--- src/rtl/pmrc_defs.svh ---
// constants for the power mode and reset control block
//
// Function
// - sleep gates off the core clock
// - sleep holds execution until reset or interrupt
// - deep-sleep stops clocks except rc oscillator
// - deep-sleep powers analog off, flash standby
// - deep-sleep wakes on reset, gpio, watchdog, usb
// - power-down stops clocks, analog and flash
// - power-down wakes on reset, gpio, watchdog, usb
// - deep power-down wakes only by wake pin
// - lock bit refuses deep power-down entry
// - four reset sources restart oscillator and flash; in deep power-down the flash stays off
// - reset pin pulse of 50 ns counts
// - after reset fetch starts at address zero
// - brownout interrupt level raises interrupt and status
// - brownout reset level forces chip reset
// - flash pattern enables protection, iap always free
// - level one blocks swd, isp except sector0
// - level two blocks swd, isp full erase only
// - level three blocks swd and all isp
// - isp pin entry can be disabled alone
// - reset pin low picks jtag, high swd
// - swd stays disabled during chip reset
`ifndef PMRC_DEFS_SVH
`define PMRC_DEFS_SVH

// register offsets (byte addresses)
`define PMRC_CTRL_OFS      8'h00
`define PMRC_STAT_OFS      8'h04
`define PMRC_BOD_OFS       8'h08
`define PMRC_CRP_OFS       8'h0c

// ctrl field positions
`define PMRC_CTRL_LOCK_BIT 0
`define PMRC_CTRL_WDO_BIT  1
`define PMRC_CTRL_BOD_BIT  2
`define PMRC_CTRL_WDIRC_BIT 3
`define PMRC_CTRL_ISPD_BIT 4

// reset values
`define PMRC_CTRL_RST      5'h04
`define PMRC_BOD_RST       4'h0

// protection patterns found in the dedicated flash word
`define PMRC_READ_PROTECT_LEVEL_1_PAT      32'h12345678
`define PMRC_READ_PROTECT_LEVEL_2_PAT      32'h87654321
`define PMRC_READ_PROTECT_LEVEL_3_PAT      32'h43218765

// reset pin shortest pulse and the clock period at 200 MHz, both in ps
`define PMRC_CLK_PS        5000
`define PMRC_RST_PULSE_PS  50000
`define PMRC_BOOT_ADDR     32'h00000000

`endif

--- src/rtl/pmrc_pkg.sv ---
// types shared by the power mode and reset control block
package pmrc_pkg;
	// low-power modes requested by the core
	typedef enum logic [2:0] {
		PMRC_ACTIVE,
		PMRC_SLEEP,
		PMRC_DSLEEP,
		PMRC_PDOWN,
		PMRC_DPDOWN
	} pmrc_mode_t;
	// protection level decoded from flash
	typedef enum logic [1:0] {
		PMRC_CRP_NONE,
		PMRC_CRP_L1,
		PMRC_CRP_L2,
		PMRC_CRP_L3
	} pmrc_crp_t;
	// wake sources grouped
	typedef struct packed {
		logic gpio;
		logic wdt;
		logic usb;
		logic irq;
	} pmrc_wake_t;
	// clock and power gates driven out
	typedef struct packed {
		logic core_clk_en;
		logic periph_clk_en;
		logic irc_out_en;
		logic wdo_en;
		logic bod_en;
		logic analog_en;
		logic flash_on;
		logic flash_stby;
		logic main_pwr;
	} pmrc_gate_t;
	// debug and programming permissions
	typedef struct packed {
		logic swd_en;
		logic jtag_sel;
		logic isp_allowed;
		logic isp_pin_ok;
		logic isp_sector0_ok;
		logic isp_full_erase_only;
		logic iap_allowed;
	} pmrc_access_t;
endpackage

--- src/rtl/pmrc_ctrl.sv ---
// power mode, reset source and code protection control
//
// The plain strobed port and the placing of the registers were left to the implementer.
`timescale 1ns/1ps
`default_nettype none
`include "pmrc_defs.svh"

module pmrc_ctrl (
	input  wire logic                   i_ref_clk,
	input  wire logic                   i_reset,
	input  wire logic                   i_clk_en,
	// register port
	input  wire logic [7:0]             i_addr,
	input  wire logic [31:0]            i_wdata,
	input  wire logic                   i_wr,
	input  wire logic                   i_rd,
	output logic [31:0]                 o_rdata,
	// core side
	input  wire logic                   i_sleep_req,
	input  wire pmrc_pkg::pmrc_mode_t   i_sleep_mode,
	input  wire pmrc_pkg::pmrc_wake_t   i_wake,
	// pins and analog sources
	input  wire logic                   i_reset_n_pin,
	input  wire logic                   i_wake_pin,
	input  wire logic                   i_wdt_reset,
	input  wire logic                   i_por,
	input  wire logic                   i_bod_irq_lvl,
	input  wire logic                   i_bod_rst_lvl,
	input  wire logic [31:0]            i_crp_word,
	// outputs
	output pmrc_pkg::pmrc_mode_t        o_mode,
	output pmrc_pkg::pmrc_gate_t        o_gate,
	output pmrc_pkg::pmrc_access_t      o_access,
	output pmrc_pkg::pmrc_crp_t         o_crp_level,
	output logic                        o_chip_reset,
	output logic                        o_bod_irq,
	output logic [31:0]                 o_boot_addr
);

	// chip reset is held this many cycles after the last source drops
	localparam int RST_STRETCH = 4;

	// ----------------------------------------------------------
	// pin synchronisers
	// ----------------------------------------------------------
	logic [2:0] rst_pin_q;  // [0] is read only by [1]
	logic [2:0] wake_pin_q;
	logic       rst_pin_lvl_q;
	logic       wake_lvl_q;

	// three stages; level changes once stages two and three agree
	always_ff @(posedge i_ref_clk) begin
		if (i_reset) begin
			rst_pin_q     <= 3'h7;
			wake_pin_q    <= 3'h7;
			rst_pin_lvl_q <= 1'b1;
			wake_lvl_q    <= 1'b1;
		end else if (i_clk_en) begin
			rst_pin_q  <= {rst_pin_q[1:0], i_reset_n_pin};
			wake_pin_q <= {wake_pin_q[1:0], i_wake_pin};
			if (rst_pin_q[1] == rst_pin_q[2]) begin
				rst_pin_lvl_q <= rst_pin_q[2];
			end
			if (wake_pin_q[1] == wake_pin_q[2]) begin
				wake_lvl_q <= wake_pin_q[2];
			end
		end
	end

	// ----------------------------------------------------------
	// registers
	// ----------------------------------------------------------
	logic [4:0] ctrl_q;     // lock, wdo keep, bod keep, wdt on irc, isp pin off
	logic [3:0] bod_q;      // [1:0] irq level select, [3:2] reset level select
	logic       bod_flag_q; // sticky brownout status

	wire wr_ctrl = i_wr && (i_addr == `PMRC_CTRL_OFS);
	wire wr_stat = i_wr && (i_addr == `PMRC_STAT_OFS);
	wire wr_bod  = i_wr && (i_addr == `PMRC_BOD_OFS);
	wire dp_lock = ctrl_q[`PMRC_CTRL_LOCK_BIT];

	// ----------------------------------------------------------
	// reset sources
	// ----------------------------------------------------------
	// a 50 ns pulse is ten cycles, longer than the filter delay, so it lands
	wire pin_rst = !rst_pin_lvl_q;
	wire any_rst = pin_rst || i_wdt_reset || i_por || i_bod_rst_lvl;
	logic [2:0] rst_cnt_q;  // stretch so the flash controller sees a clean reset

	// stretched chip reset
	always_ff @(posedge i_ref_clk) begin
		if (i_reset) begin
			rst_cnt_q <= 3'(RST_STRETCH);
		end else if (i_clk_en) begin
			if (any_rst) begin
				rst_cnt_q <= 3'(RST_STRETCH);
			end else if (rst_cnt_q != 3'h0) begin
				rst_cnt_q <= rst_cnt_q - 3'h1;
			end
		end
	end
	wire chip_rst = any_rst || (rst_cnt_q != 3'h0);

	// ----------------------------------------------------------
	// register writes
	// ----------------------------------------------------------
	// chip reset returns registers to defaults
	always_ff @(posedge i_ref_clk) begin
		if (i_reset) begin
			ctrl_q     <= `PMRC_CTRL_RST;
			bod_q      <= `PMRC_BOD_RST;
			bod_flag_q <= 1'b0;
		end else if (i_clk_en) begin
			if (chip_rst) begin
				ctrl_q     <= `PMRC_CTRL_RST;
				bod_q      <= `PMRC_BOD_RST;
				bod_flag_q <= 1'b0;
			end else begin
				if (wr_ctrl) begin
					ctrl_q <= i_wdata[4:0];
				end
				if (wr_bod) begin
					bod_q <= i_wdata[3:0];
				end
				// set wins over write-one clear
				if (i_bod_irq_lvl) begin
					bod_flag_q <= 1'b1;
				end else if (wr_stat && i_wdata[0]) begin
					bod_flag_q <= 1'b0;
				end
			end
		end
	end

	// ----------------------------------------------------------
	// power mode machine
	// ----------------------------------------------------------
	pmrc_pkg::pmrc_mode_t mode_q;
	pmrc_pkg::pmrc_mode_t mode_d;
	wire gpwake = i_wake.gpio || i_wake.wdt || i_wake.usb;

	// next mode
	always_comb begin
		mode_d = mode_q;
		unique case (mode_q)
			pmrc_pkg::PMRC_ACTIVE: begin
				if (i_sleep_req) begin
					if (i_sleep_mode == pmrc_pkg::PMRC_DPDOWN && dp_lock) begin
						mode_d = pmrc_pkg::PMRC_SLEEP;
					end else begin
						mode_d = i_sleep_mode;
					end
				end
			end
			pmrc_pkg::PMRC_SLEEP: begin
				if (i_wake.irq || gpwake) begin
					mode_d = pmrc_pkg::PMRC_ACTIVE;
				end
			end
			pmrc_pkg::PMRC_DSLEEP: begin
				if (gpwake) begin
					mode_d = pmrc_pkg::PMRC_ACTIVE;
				end
			end
			pmrc_pkg::PMRC_PDOWN: begin
				if (gpwake) begin
					mode_d = pmrc_pkg::PMRC_ACTIVE;
				end
			end
			pmrc_pkg::PMRC_DPDOWN: begin
				if (!wake_lvl_q) begin
					mode_d = pmrc_pkg::PMRC_ACTIVE;
				end
			end
			default: mode_d = pmrc_pkg::PMRC_ACTIVE;
		endcase
	end

	// mode register; reset exits any mode but deep power-down
	always_ff @(posedge i_ref_clk) begin
		if (i_reset) begin
			mode_q <= pmrc_pkg::PMRC_ACTIVE;
		end else if (i_clk_en) begin
			if (chip_rst && mode_q != pmrc_pkg::PMRC_DPDOWN) begin
				mode_q <= pmrc_pkg::PMRC_ACTIVE;
			end else begin
				mode_q <= mode_d;
			end
		end
	end

	// ----------------------------------------------------------
	// gates
	// ----------------------------------------------------------
	wire m_act = mode_q == pmrc_pkg::PMRC_ACTIVE;
	wire m_slp = mode_q == pmrc_pkg::PMRC_SLEEP;
	wire m_ds  = mode_q == pmrc_pkg::PMRC_DSLEEP;
	wire m_pd  = mode_q == pmrc_pkg::PMRC_PDOWN;
	wire m_dpd = mode_q == pmrc_pkg::PMRC_DPDOWN;
	wire keep_wdo = ctrl_q[`PMRC_CTRL_WDO_BIT];
	wire keep_bod = ctrl_q[`PMRC_CTRL_BOD_BIT];

	pmrc_pkg::pmrc_gate_t gate_d;
	always_comb begin
		gate_d.core_clk_en   = m_act && !chip_rst;
		gate_d.periph_clk_en = m_act || m_slp;
		gate_d.irc_out_en    = m_act || m_slp || chip_rst ||
		                       (m_ds && ctrl_q[`PMRC_CTRL_WDIRC_BIT]);
		gate_d.wdo_en        = !m_dpd && (!(m_ds || m_pd) || keep_wdo);
		gate_d.bod_en        = !m_dpd && (!(m_ds || m_pd) || keep_bod);
		gate_d.analog_en     = m_act || m_slp;
		gate_d.flash_on      = m_act || m_slp;
		gate_d.flash_stby    = m_ds;
		gate_d.main_pwr      = !m_dpd;
	end

	// ----------------------------------------------------------
	// protection and test port selection
	// ----------------------------------------------------------
	pmrc_pkg::pmrc_crp_t crp_w;
	assign crp_w = (i_crp_word == `PMRC_READ_PROTECT_LEVEL_3_PAT) ? pmrc_pkg::PMRC_CRP_L3 :
	               (i_crp_word == `PMRC_READ_PROTECT_LEVEL_2_PAT) ? pmrc_pkg::PMRC_CRP_L2 :
	               (i_crp_word == `PMRC_READ_PROTECT_LEVEL_1_PAT) ? pmrc_pkg::PMRC_CRP_L1 :
	               pmrc_pkg::PMRC_CRP_NONE;
	pmrc_pkg::pmrc_crp_t crp_q; // latched while reset, fixed afterwards

	pmrc_pkg::pmrc_access_t acc_d;
	always_comb begin
		acc_d.jtag_sel            = !rst_pin_lvl_q;
		acc_d.swd_en              = rst_pin_lvl_q && !chip_rst &&
		                            crp_q == pmrc_pkg::PMRC_CRP_NONE;
		acc_d.isp_allowed         = crp_q != pmrc_pkg::PMRC_CRP_L3;
		acc_d.isp_pin_ok          = crp_q != pmrc_pkg::PMRC_CRP_L3 &&
		                            !ctrl_q[`PMRC_CTRL_ISPD_BIT];
		acc_d.isp_sector0_ok      = crp_q == pmrc_pkg::PMRC_CRP_NONE ||
		                            crp_q == pmrc_pkg::PMRC_CRP_L2;
		acc_d.isp_full_erase_only = crp_q == pmrc_pkg::PMRC_CRP_L2;
		acc_d.iap_allowed         = 1'b1;
	end

	// ----------------------------------------------------------
	// output registers
	// ----------------------------------------------------------
	always_ff @(posedge i_ref_clk) begin
		if (i_reset) begin
			crp_q        <= pmrc_pkg::PMRC_CRP_NONE;
			o_gate       <= '0;
			o_access     <= '0;
			o_chip_reset <= 1'b1;
			o_bod_irq    <= 1'b0;
			o_rdata      <= 32'h00000000;
		end else if (i_clk_en) begin
			if (chip_rst) begin
				crp_q <= crp_w;
			end
			o_gate       <= gate_d;
			o_access     <= acc_d;
			o_chip_reset <= chip_rst;
			o_bod_irq    <= bod_flag_q;
			o_rdata      <= 32'h00000000;
			if (i_rd) begin
				unique case (i_addr)
					`PMRC_CTRL_OFS: o_rdata <= {27'h0, ctrl_q};
					`PMRC_STAT_OFS: o_rdata <= {24'h0, crp_q, mode_q, i_bod_irq_lvl,
					                            pin_rst, bod_flag_q};
					`PMRC_BOD_OFS:  o_rdata <= {28'h0, bod_q};
					`PMRC_CRP_OFS:  o_rdata <= {30'h0, crp_q};
					default:        o_rdata <= 32'h00000000;
				endcase
			end
		end
	end

	assign o_mode      = mode_q;
	assign o_crp_level = crp_q;
	assign o_boot_addr = `PMRC_BOOT_ADDR;

	// ----------------------------------------------------------
	// checks
	// ----------------------------------------------------------
	sleep_clk_off_a: assert property (@(posedge i_ref_clk) disable iff (i_reset)
		i_clk_en && !m_act ##1 i_clk_en |-> !o_gate.core_clk_en)
		else $error("core clock running outside active");
	dpd_lock_a: assert property (@(posedge i_ref_clk) disable iff (i_reset)
		dp_lock |-> !m_dpd || $past(m_dpd))
		else $error("deep power-down entered while locked");
	sleep_req_a: assert property (@(posedge i_ref_clk) disable iff (i_reset)
		$rose(!m_act) && !$past(chip_rst) |-> $past(i_sleep_req))
		else $error("low power mode without request");
	swd_rst_a: assert property (@(posedge i_ref_clk) disable iff (i_reset)
		i_clk_en && chip_rst ##1 i_clk_en |-> !o_access.swd_en)
		else $error("swd on during reset");
	jtag_sel_a: assert property (@(posedge i_ref_clk) disable iff (i_reset)
		i_clk_en && !rst_pin_lvl_q ##1 i_clk_en |-> o_access.jtag_sel)
		else $error("jtag not selected with reset low");
	read_protect_level_3_isp_a: assert property (@(posedge i_ref_clk) disable iff (i_reset)
		i_clk_en && crp_q == pmrc_pkg::PMRC_CRP_L3 ##1 i_clk_en |-> !o_access.isp_pin_ok && !o_access.isp_allowed)
		else $error("isp allowed at level three");
	bod_rst_a: assert property (@(posedge i_ref_clk) disable iff (i_reset)
		i_clk_en && i_bod_rst_lvl ##1 i_clk_en |-> o_chip_reset)
		else $error("brownout did not reset");
	dpd_wake_a: assert property (@(posedge i_ref_clk) disable iff (i_reset)
		m_dpd && wake_lvl_q && i_clk_en |=> m_dpd)
		else $error("left deep power-down without wake pin");
	bod_flag_a: assert property (@(posedge i_ref_clk) disable iff (i_reset)
		i_clk_en && i_bod_irq_lvl && !chip_rst |=> bod_flag_q)
		else $error("brownout flag not set");
	rst_pulse_a: assert property (@(posedge i_ref_clk) disable iff (i_reset)
		i_clk_en && rst_pin_q[2:1] == 2'b00 |=> chip_rst)
		else $error("reset pin pulse missed");

	// ----------------------------------------------------------
	// gate checks
	// ----------------------------------------------------------
	// the gate outputs are registered, so each check looks one cycle
	// after the mode that should have produced them

	// sleep keeps peripherals clocked so they can raise wake interrupts
	sleep_periph_a: assert property (@(posedge i_ref_clk) disable iff (i_reset)
		i_clk_en && m_slp ##1 i_clk_en |-> o_gate.periph_clk_en)
		else $error("peripheral clock stopped in sleep");

	// deep-sleep: rc output only when it clocks the watchdog
	ds_irc_a: assert property (@(posedge i_ref_clk) disable iff (i_reset)
		i_clk_en && m_ds && !chip_rst && !ctrl_q[`PMRC_CTRL_WDIRC_BIT] ##1 i_clk_en
		|-> !o_gate.irc_out_en && !o_gate.periph_clk_en)
		else $error("clock left running in deep-sleep");

	// deep-sleep: analog off, flash parked in standby
	ds_flash_a: assert property (@(posedge i_ref_clk) disable iff (i_reset)
		i_clk_en && m_ds ##1 i_clk_en |-> o_gate.flash_stby && !o_gate.analog_en)
		else $error("deep-sleep flash or analog state wrong");

	// deep-sleep wakes on gpio, watchdog or usb activity
	ds_wake_a: assert property (@(posedge i_ref_clk) disable iff (i_reset)
		i_clk_en && m_ds && gpwake |=> m_act)
		else $error("deep-sleep missed a wake source");

	// power-down: peripherals, analog and flash all off
	pd_gate_a: assert property (@(posedge i_ref_clk) disable iff (i_reset)
		i_clk_en && m_pd ##1 i_clk_en
		|-> !o_gate.periph_clk_en && !o_gate.analog_en && !o_gate.flash_on)
		else $error("power-down left a domain on");

	// power-down wakes on the same sources as deep-sleep
	pd_wake_a: assert property (@(posedge i_ref_clk) disable iff (i_reset)
		i_clk_en && m_pd && gpwake |=> m_act)
		else $error("power-down missed a wake source");

	// deep power-down drops main power
	dpd_power_a: assert property (@(posedge i_ref_clk) disable iff (i_reset)
		i_clk_en && m_dpd ##1 i_clk_en |-> !o_gate.main_pwr)
		else $error("main power on in deep power-down");

	// any reset source restarts the rc oscillator
	irc_rst_a: assert property (@(posedge i_ref_clk) disable iff (i_reset)
		i_clk_en && chip_rst ##1 i_clk_en |-> o_gate.irc_out_en)
		else $error("rc oscillator off during reset");

	// any protection level closes the debug port
	crp_swd_a: assert property (@(posedge i_ref_clk) disable iff (i_reset)
		i_clk_en && crp_q != pmrc_pkg::PMRC_CRP_NONE ##1 i_clk_en |-> !o_access.swd_en)
		else $error("swd open under protection");

endmodule
`default_nettype wire

--- config.mk ---
export PLATFORM = sky130hd
export DESIGN_NAME = pmrc_ctrl
export DESIGN_NICKNAME = d
export VERILOG_FILES = /design/src/rtl/pmrc_pkg.sv /design/src/rtl/pmrc_ctrl.sv
export VERILOG_INCLUDE_DIRS = /design/src /design/src/rtl
export SDC_FILE = /design/constraint.sdc
export NUM_CORES = 1
export LEC_CHECK = 0
export ABC_AREA = 1
export BUFFER_PORTS_ARGS = -buffer_cell sky130_fd_sc_hd__buf_2
export CORE_MARGIN = 1.5
export CORE_UTILIZATION = 25
export DETAILED_ROUTE_END_ITERATION = 8
export REMOVE_ABC_BUFFERS = 1
export SYNTH_ARGS = -nofsm -noshare
export SYNTH_HDL_FRONTEND = slang
export SYNTH_SLANG_ARGS = --single-unit
--- constraint.sdc ---
create_clock -name i_ref_clk -period 1.64 [get_ports i_ref_clk]
set_clock_uncertainty 0.15 [all_clocks]
set_input_delay 0.492 -clock i_ref_clk [delete_from_list [all_inputs] [get_ports i_ref_clk]]
set_output_delay 0.492 -clock i_ref_clk [all_outputs]
set_load 0.01 [all_outputs]
==> results.cfg, run 1 <==
[critical_path]
reg2reg_from = rst_cnt_q[1]
path_buf_inv = 3
reg2reg_depth = 12
r2r_slack_ns = 0.07
crit_path_top_delay_cell = dfxtp_1
regToRegEndpoint = o_mode[0]
crit_top_cell = inv_2
cp_cell_sequence = inv_2, ha_4, inv_2, nor2_4, nand3_4, nor2_4, nand2_2, nand2_2, inv_2, nand3_2, nand2_1, nor2_1
crit_required_ns = 1.72
critPathTopFamily = simple AND/OR/NAND/NOR gates
path_max_fanout = 6
critPathMaxStageDelay_ns = 0.31
cp-end-kind = flop
path_class = reg2reg
cp-start-kind = flop
crit_arrival_ns = 1.65

[power]
p_per_area_nw_per_um2 = 770
ir_drop_v = 0.000434
leakagePower_uw = 0.00195

[grt]
grt-ovfl-total = 0
grt_pass1_vias = 2674
grt_max_degree = 22
grt_pass1_wl_um = 12300
grt_antenna_before_repair = 1
track_usage_pct = 11.9

[drt]
ant_nets = 0
drc = 0
wl_met3_um = 467
wl_um = 7650
drtPass1Iterations = 4
vias_per_cell = 4.09
met2WireLength_um = 3560
drt-met1-wl_um = 3520
drtIter0Drc = 137
highest_layer = met5
vias = 2935
wl_per_cell_um = 10.6

[cts]
cts_root_buf = clkbuf_16
cts_tree = yes
numCtsBuffers = 5
clkLatencyLatePin_ns = 0.29
htree_levels = 2
cts_sinks = 50
cts_buffer_depth = 2
clk_pin_slew_worst_paths_ns = 0.06
cts_hold_buf = 0

[placement]
io_buffer_count = 94
gp_congestion = 0.821
place_inst = 708
pre_cts_ws_ns = -0.217
dp_hpwl_um = 6240

[die]
fp.coreArea_um2 = 11600
die_area_um2 = 12700
io_pins = 178
die_h_um = 113
rows = 39
initial_core_util_pct = 26.0
die_w_um = 113

[logic_synthesis]
synth_edf_count = 0
synth-seq-cells = 50
yosysMostFrequentCell = nand2_1
synth_warnings = 0
synthesis.area_um2 = 3010
synth_area_leaders = dfxtp_1 (33%), buf_4 (14%), nand2_1 (14%)
syn_inst = 455
ys.flop_type = dfxtp_1
avgSynthCellArea_um2 = 6.62
synth_top_cell_area_share_pct = 33.2
synth-seq-area-share_pct = 33.2
synth_common_cells = nand2_1 (115), buf_4 (58), dfxtp_1 (50), nor2_1 (46), inv_1 (43)
yosysTopAreaCell = dfxtp_1
synth_cell_types = 31
synth-async-reset-ratio_pct = 0

[sta]
rsz0062_at_grt = yes
period_share_pct = 95.9
max_freq_mhz = 636
slew_viol_final = 0
period_needed_ns = 1.57
holdWs_ns = 0.270
setup_viol = 0
finalHoldViolCount = 0
fin_ws_ns = 0.0673

[job]
maxCapViolCount = 0

[final_layout]
n_fill_cell = 1282
utilization_pct = 33.4
fin_nets = 667
antennaDiodeCount = 0
area_delta_synth_final_pct = 28.2
finalNonFillerCells = 718
layout-drive-gt1-share_pct = 28.5

[status]
status = completed

[min_path]
hold_start = i_reset_n_pin
hp-class = in2reg
holdPathStages = 3
min_to = rst_pin_q[0]
[cell usage in the layout (no fill, tap or decap), types with 2 or more instances in the layout]
master,netlist,final
nand2_1,115,113
buf_2,3,94
conb_1,1,56
dfxtp_1,50,49
nor2_1,46,43
inv_1,43,40
nand3_1,37,35
a21oi_1,31,31
buf_4,58,28
o21ai_0,11,11
nor3_1,11,11
inv_2,8,10
nand4_1,7,7
nor2_4,4,6
clkbuf_16,0,5
o211ai_1,4,4
nor2_2,2,3
or2_2,3,3
nand3_2,1,3
nand3b_1,2,2
nand2_2,0,2
or2_1,2,2
clkbuf_1,5,2
[cells by family after synthesis]
kind of cell	after synthesis	share of synthesized area (%)
simple gates	233	34.6
fa+ha+maj	2	0.831
buf+inv	119	22.2
compound gates	50	9.06
other cells	1	0.125
flops	50	33.2
[per-layer routing]
layer	track usage [%]	vias to the layer above
met5	0	-
met4	2.95	2
met3	2.52	10
met2	20.4	84
met1	15.2	1277
li1	-	1562
[report_power, final]
part           internal (uW)  total (uW)  switching (uW)
clock                    722        1150             432
sequential              1270        1300            35.8
combinational            200         517             317
[tightest hold or removal path, cell delays in order]
cell and delay (ns):
buf_2 0.08, nand2_1 0.04, nand3_1 0.06
[sequential cells by signal, summed over array words and instances (netlist names)]
signal	flops
bod_flag_q	1
bod_q	4
ctrl_q	5
o_access	7
o_bod_irq	1
o_chip_reset	1
o_crp_level	2
o_gate	7
o_mode	3
o_rdata	8
rst_cnt_q	3
rst_pin_lvl_q	1
rst_pin_q	3
wake_lvl_q	1
wake_pin_q	3
[worst max path at each step]
stage | startpoint | end | depth (start not counted)
floorplan | i_por | o_mode[0] | 8
global placement | i_addr[5] | bod_q[1] | 8
detailed placement | i_addr[5] | bod_q[3] | 8
CTS | rst_cnt_q[0] | bod_flag_q | 9
global route | rst_cnt_q[1] | o_mode[0] | 12
finish | rst_cnt_q[1] | o_mode[0] | 12
[final cells by class]
class | count | area [um^2] | area share, %
Inverter | 52 | 198 | 5.12
Sequential cell | 50 | 1000 | 26.0
Multi-Input combinational cell | 341 | 1610 | 41.6
Clock buffer | 7 | 133 | 3.43
Timing Repair Buffer | 124 | 712 | 18.4
Clock inverter | 1 | 30.0 | 0.778
Tap cell | 143 | 179 | 4.63
[timing repair]
item / 4_1_cts / 5_1_grt
setup endpoints to repair: 9 / 14
gates resized for setup: 1 / 18
buffers inserted: 1 / 1
pin swaps: 1 / 7
[through the flow]
stage / TNS, ns / power [uW] / instance area (um^2)
floorplan: 0 / 1580 / 2750
global placement: -2.53 / 1830 / 3620
detailed placement: -2.52 / 1830 / 3620
CTS: 0 / 3000 / 3790
global route: -0.159 / 3140 / 3860
finish: 0 / 2970 / 3860
No activity file was read; power rests on OpenSTA's default activity.
==> run 2: changes to the inputs <==
- CORE_UTILIZATION: 25 -> 40
- PLACE_DENSITY: default -> 0.77
==> run 2 against run 1 <==
Effect of this change:
- utilization rose by 18 points
- critical endpoint is now bod_q[2]
- via count increased by 2.7%
- worst setup slack got worse by 0.040 ns
- final cell count fell by 6.5%
- global-route usage increased by 5.9 points
- highest routed layer is now met4
- register-to-register slack lost 0.04 ns
- design area shrank 3.3%
- worst hold slack worse by 0.017 ns
- combinational power about the same
- largest power group unchanged
- count of clock-buffer cells in the layout did not move
- die area decreased by 37%
==> results.cfg, run 2 (synthesized netlist as in run 1, its figures left out) <==
[status]
status = completed

[final_layout]
top_register = o_rdata
antennaDiodeCount = 0
final_common_cell = nand2_1
n_fill_cell = 712
reg.largest.list = o_rdata: 8 flops, o_access: 7 flops, o_gate: 7 flops
largest_reg_flops = 8
layout-drive-gt1-share_pct = 29.5
finalNonFillerCells = 671
layout_common_cells = nand2_1 (111), buf_2 (94), conb_1 (56), dfxtp_1 (49), nor2_1 (41)
fin_nets = 664
utilization_pct = 51.5
regArea_um2 = 1000
multi_input_area_um2 = 1640
area_delta_synth_final_pct = 24.0

[die]
die_w_um = 89.8
die_area_um2 = 8060
fp.coreArea_um2 = 7250
rows = 31
die_h_um = 89.8
initial_core_util_pct = 41.5
io_pins = 178

[critical_path]
reg2reg_from = rst_cnt_q[0]
cp-end-kind = flop
cp_cell_sequence = inv_2, ha_4, inv_2, nor2_4, nand3_4, nand2_4, inv_6, a21oi_4, nand2_1, a21oi_2
path_class = reg2reg
r2r_slack_ns = 0.03
crit_required_ns = 1.73
crit_path_top_delay_cell = dfxtp_2
crit_top_cell = inv_2
regToRegEndpoint = bod_q[2]
path_max_fanout = 6
cp-start-kind = flop
crit_arrival_ns = 1.70
critPathMaxStageDelay_ns = 0.33
reg2reg_depth = 10

[cts]
cts_sinks = 50
clk_pin_slew_worst_paths_ns = 0.09
clkLatencyLatePin_ns = 0.30
cts_hold_buf = 0
cts_root_buf = clkbuf_8
cts_tree = yes
htree_levels = 2
cts_buffer_depth = 2
numCtsBuffers = 5

[placement]
io_buffer_count = 94
place_inst = 658
gp_congestion = 0.906
dp_hpwl_um = 5820
pre_cts_ws_ns = -0.205

[drt]
wl_per_cell_um = 10.8
vias = 3014
drc = 0
drtPass1Iterations = 6
drtIter0Drc = 175
wl_um = 7240
vias_per_cell = 4.49
ant_nets = 0

[power]
leakagePower_uw = 0.00190
power_uw = 2550
p_per_area_nw_per_um2 = 681
ir_drop_v = 0.000345

[min_path]
hp-class = in2reg
min_to = wake_pin_q[0]
holdPathStages = 3
hold_start = i_wake_pin

[sta]
fin_ws_ns = 0.0276
slew_viol_final = 0
period_needed_ns = 1.61
finalHoldViolCount = 0
rsz0062_at_grt = yes
setup_viol = 0
period_share_pct = 98.3
max_freq_mhz = 620

[grt]
grt_pass1_wl_um = 12000
grt-ovfl-total = 0
grt_antenna_before_repair = 0
track_usage_pct = 17.8
grt_pass1_vias = 2723
grt_max_degree = 18

[job]
maxCapViolCount = 0
run 2: cell count changes in the layout (fill, tap and decap cells not counted), sizes merged:
cell | previous run | this run
buf | 124 | 121
bufinv | 1 | 0
clkinv | 1 | 2
run 2: repair_timing:
action / in CTS / in global routing
cloned: 0 / 0
buffers inserted: 2 / 3
setup endpoints to repair: 12 / 21
hold endpoints to repair: 0 / 0
pin swaps: 3 / 9
resized for setup: 5 / 24
run 2: metrics by stage:
step / setup TNS (ns) / instance area, um^2 / hold slack (ns)
floorplan: 0 / 2750 / 0.279
global placement: -2.36 / 3500 / 0.288
detailed placement: -2.89 / 3500 / 0.293
CTS: 0 / 3630 / 0.245
global route: -0.146 / 3730 / 0.269
finish: 0 / 3730 / 0.253
run 2: report_power, final:
| group | internal, uW | total [uW] | switching, uW |
|---|---|---|---|
| clock network | 341 | 728 | 387 |
| registers | 1260 | 1300 | 35.6 |
| logic | 198 | 517 | 320 |
| total | 1800 | 2550 | 742 |
run 2: worst max-delay path by stage:
stage	to	slack [ns]	cells after the start	startpoint
floorplan	o_mode[0]	0.1	8	i_por
global placement	bod_q[3]	-0.15	8	i_por
detailed placement	bod_q[0]	-0.20	8	i_por
CTS	bod_q[0]	0.003	10	rst_cnt_q[0]
global route	o_mode[1]	-0.03	12	rst_cnt_q[0]
finish	bod_q[2]	0.03	10	rst_cnt_q[0]
run 2: layer usage:
metal  global-route usage (%)  up-vias  part of all wire [%]  routed length (um)
li1                         -     1559                     -                   -
met1                     21.9     1337                    43                3130
met2                     31.0      111                    49                3560
met3                     3.38        7                   6.5                 470
met4                     6.08        0                   1.1                  76
met5                        0        -                     0                   0
run 2: final cells by class:
| type | instances | share of cell area [%] |
|---|---|---|
| clock inverters | 1 | 0.134 |
| clock buffers | 7 | 2.31 |
| inverters | 52 | 5.36 |
| repair buffers | 121 | 18.0 |
| multi-input cells | 341 | 44.0 |
| well taps | 99 | 3.32 |
| flip-flops and latches | 50 | 26.8 |
run 2: worst max-delay path: cells and delay by family (launching register included):
| kind | cells | cell delay [ns] |
|---|---|---|
| AO/OA/AOI/OAI | 2 | 0.30 |
| adder cells (fa/ha/maj) | 1 | 0.13 |
| buffers and inverters | 3 | 0.16 |
| flip-flops | 1 | 0.33 |
| AND/OR/NAND/NOR | 4 | 0.49 |
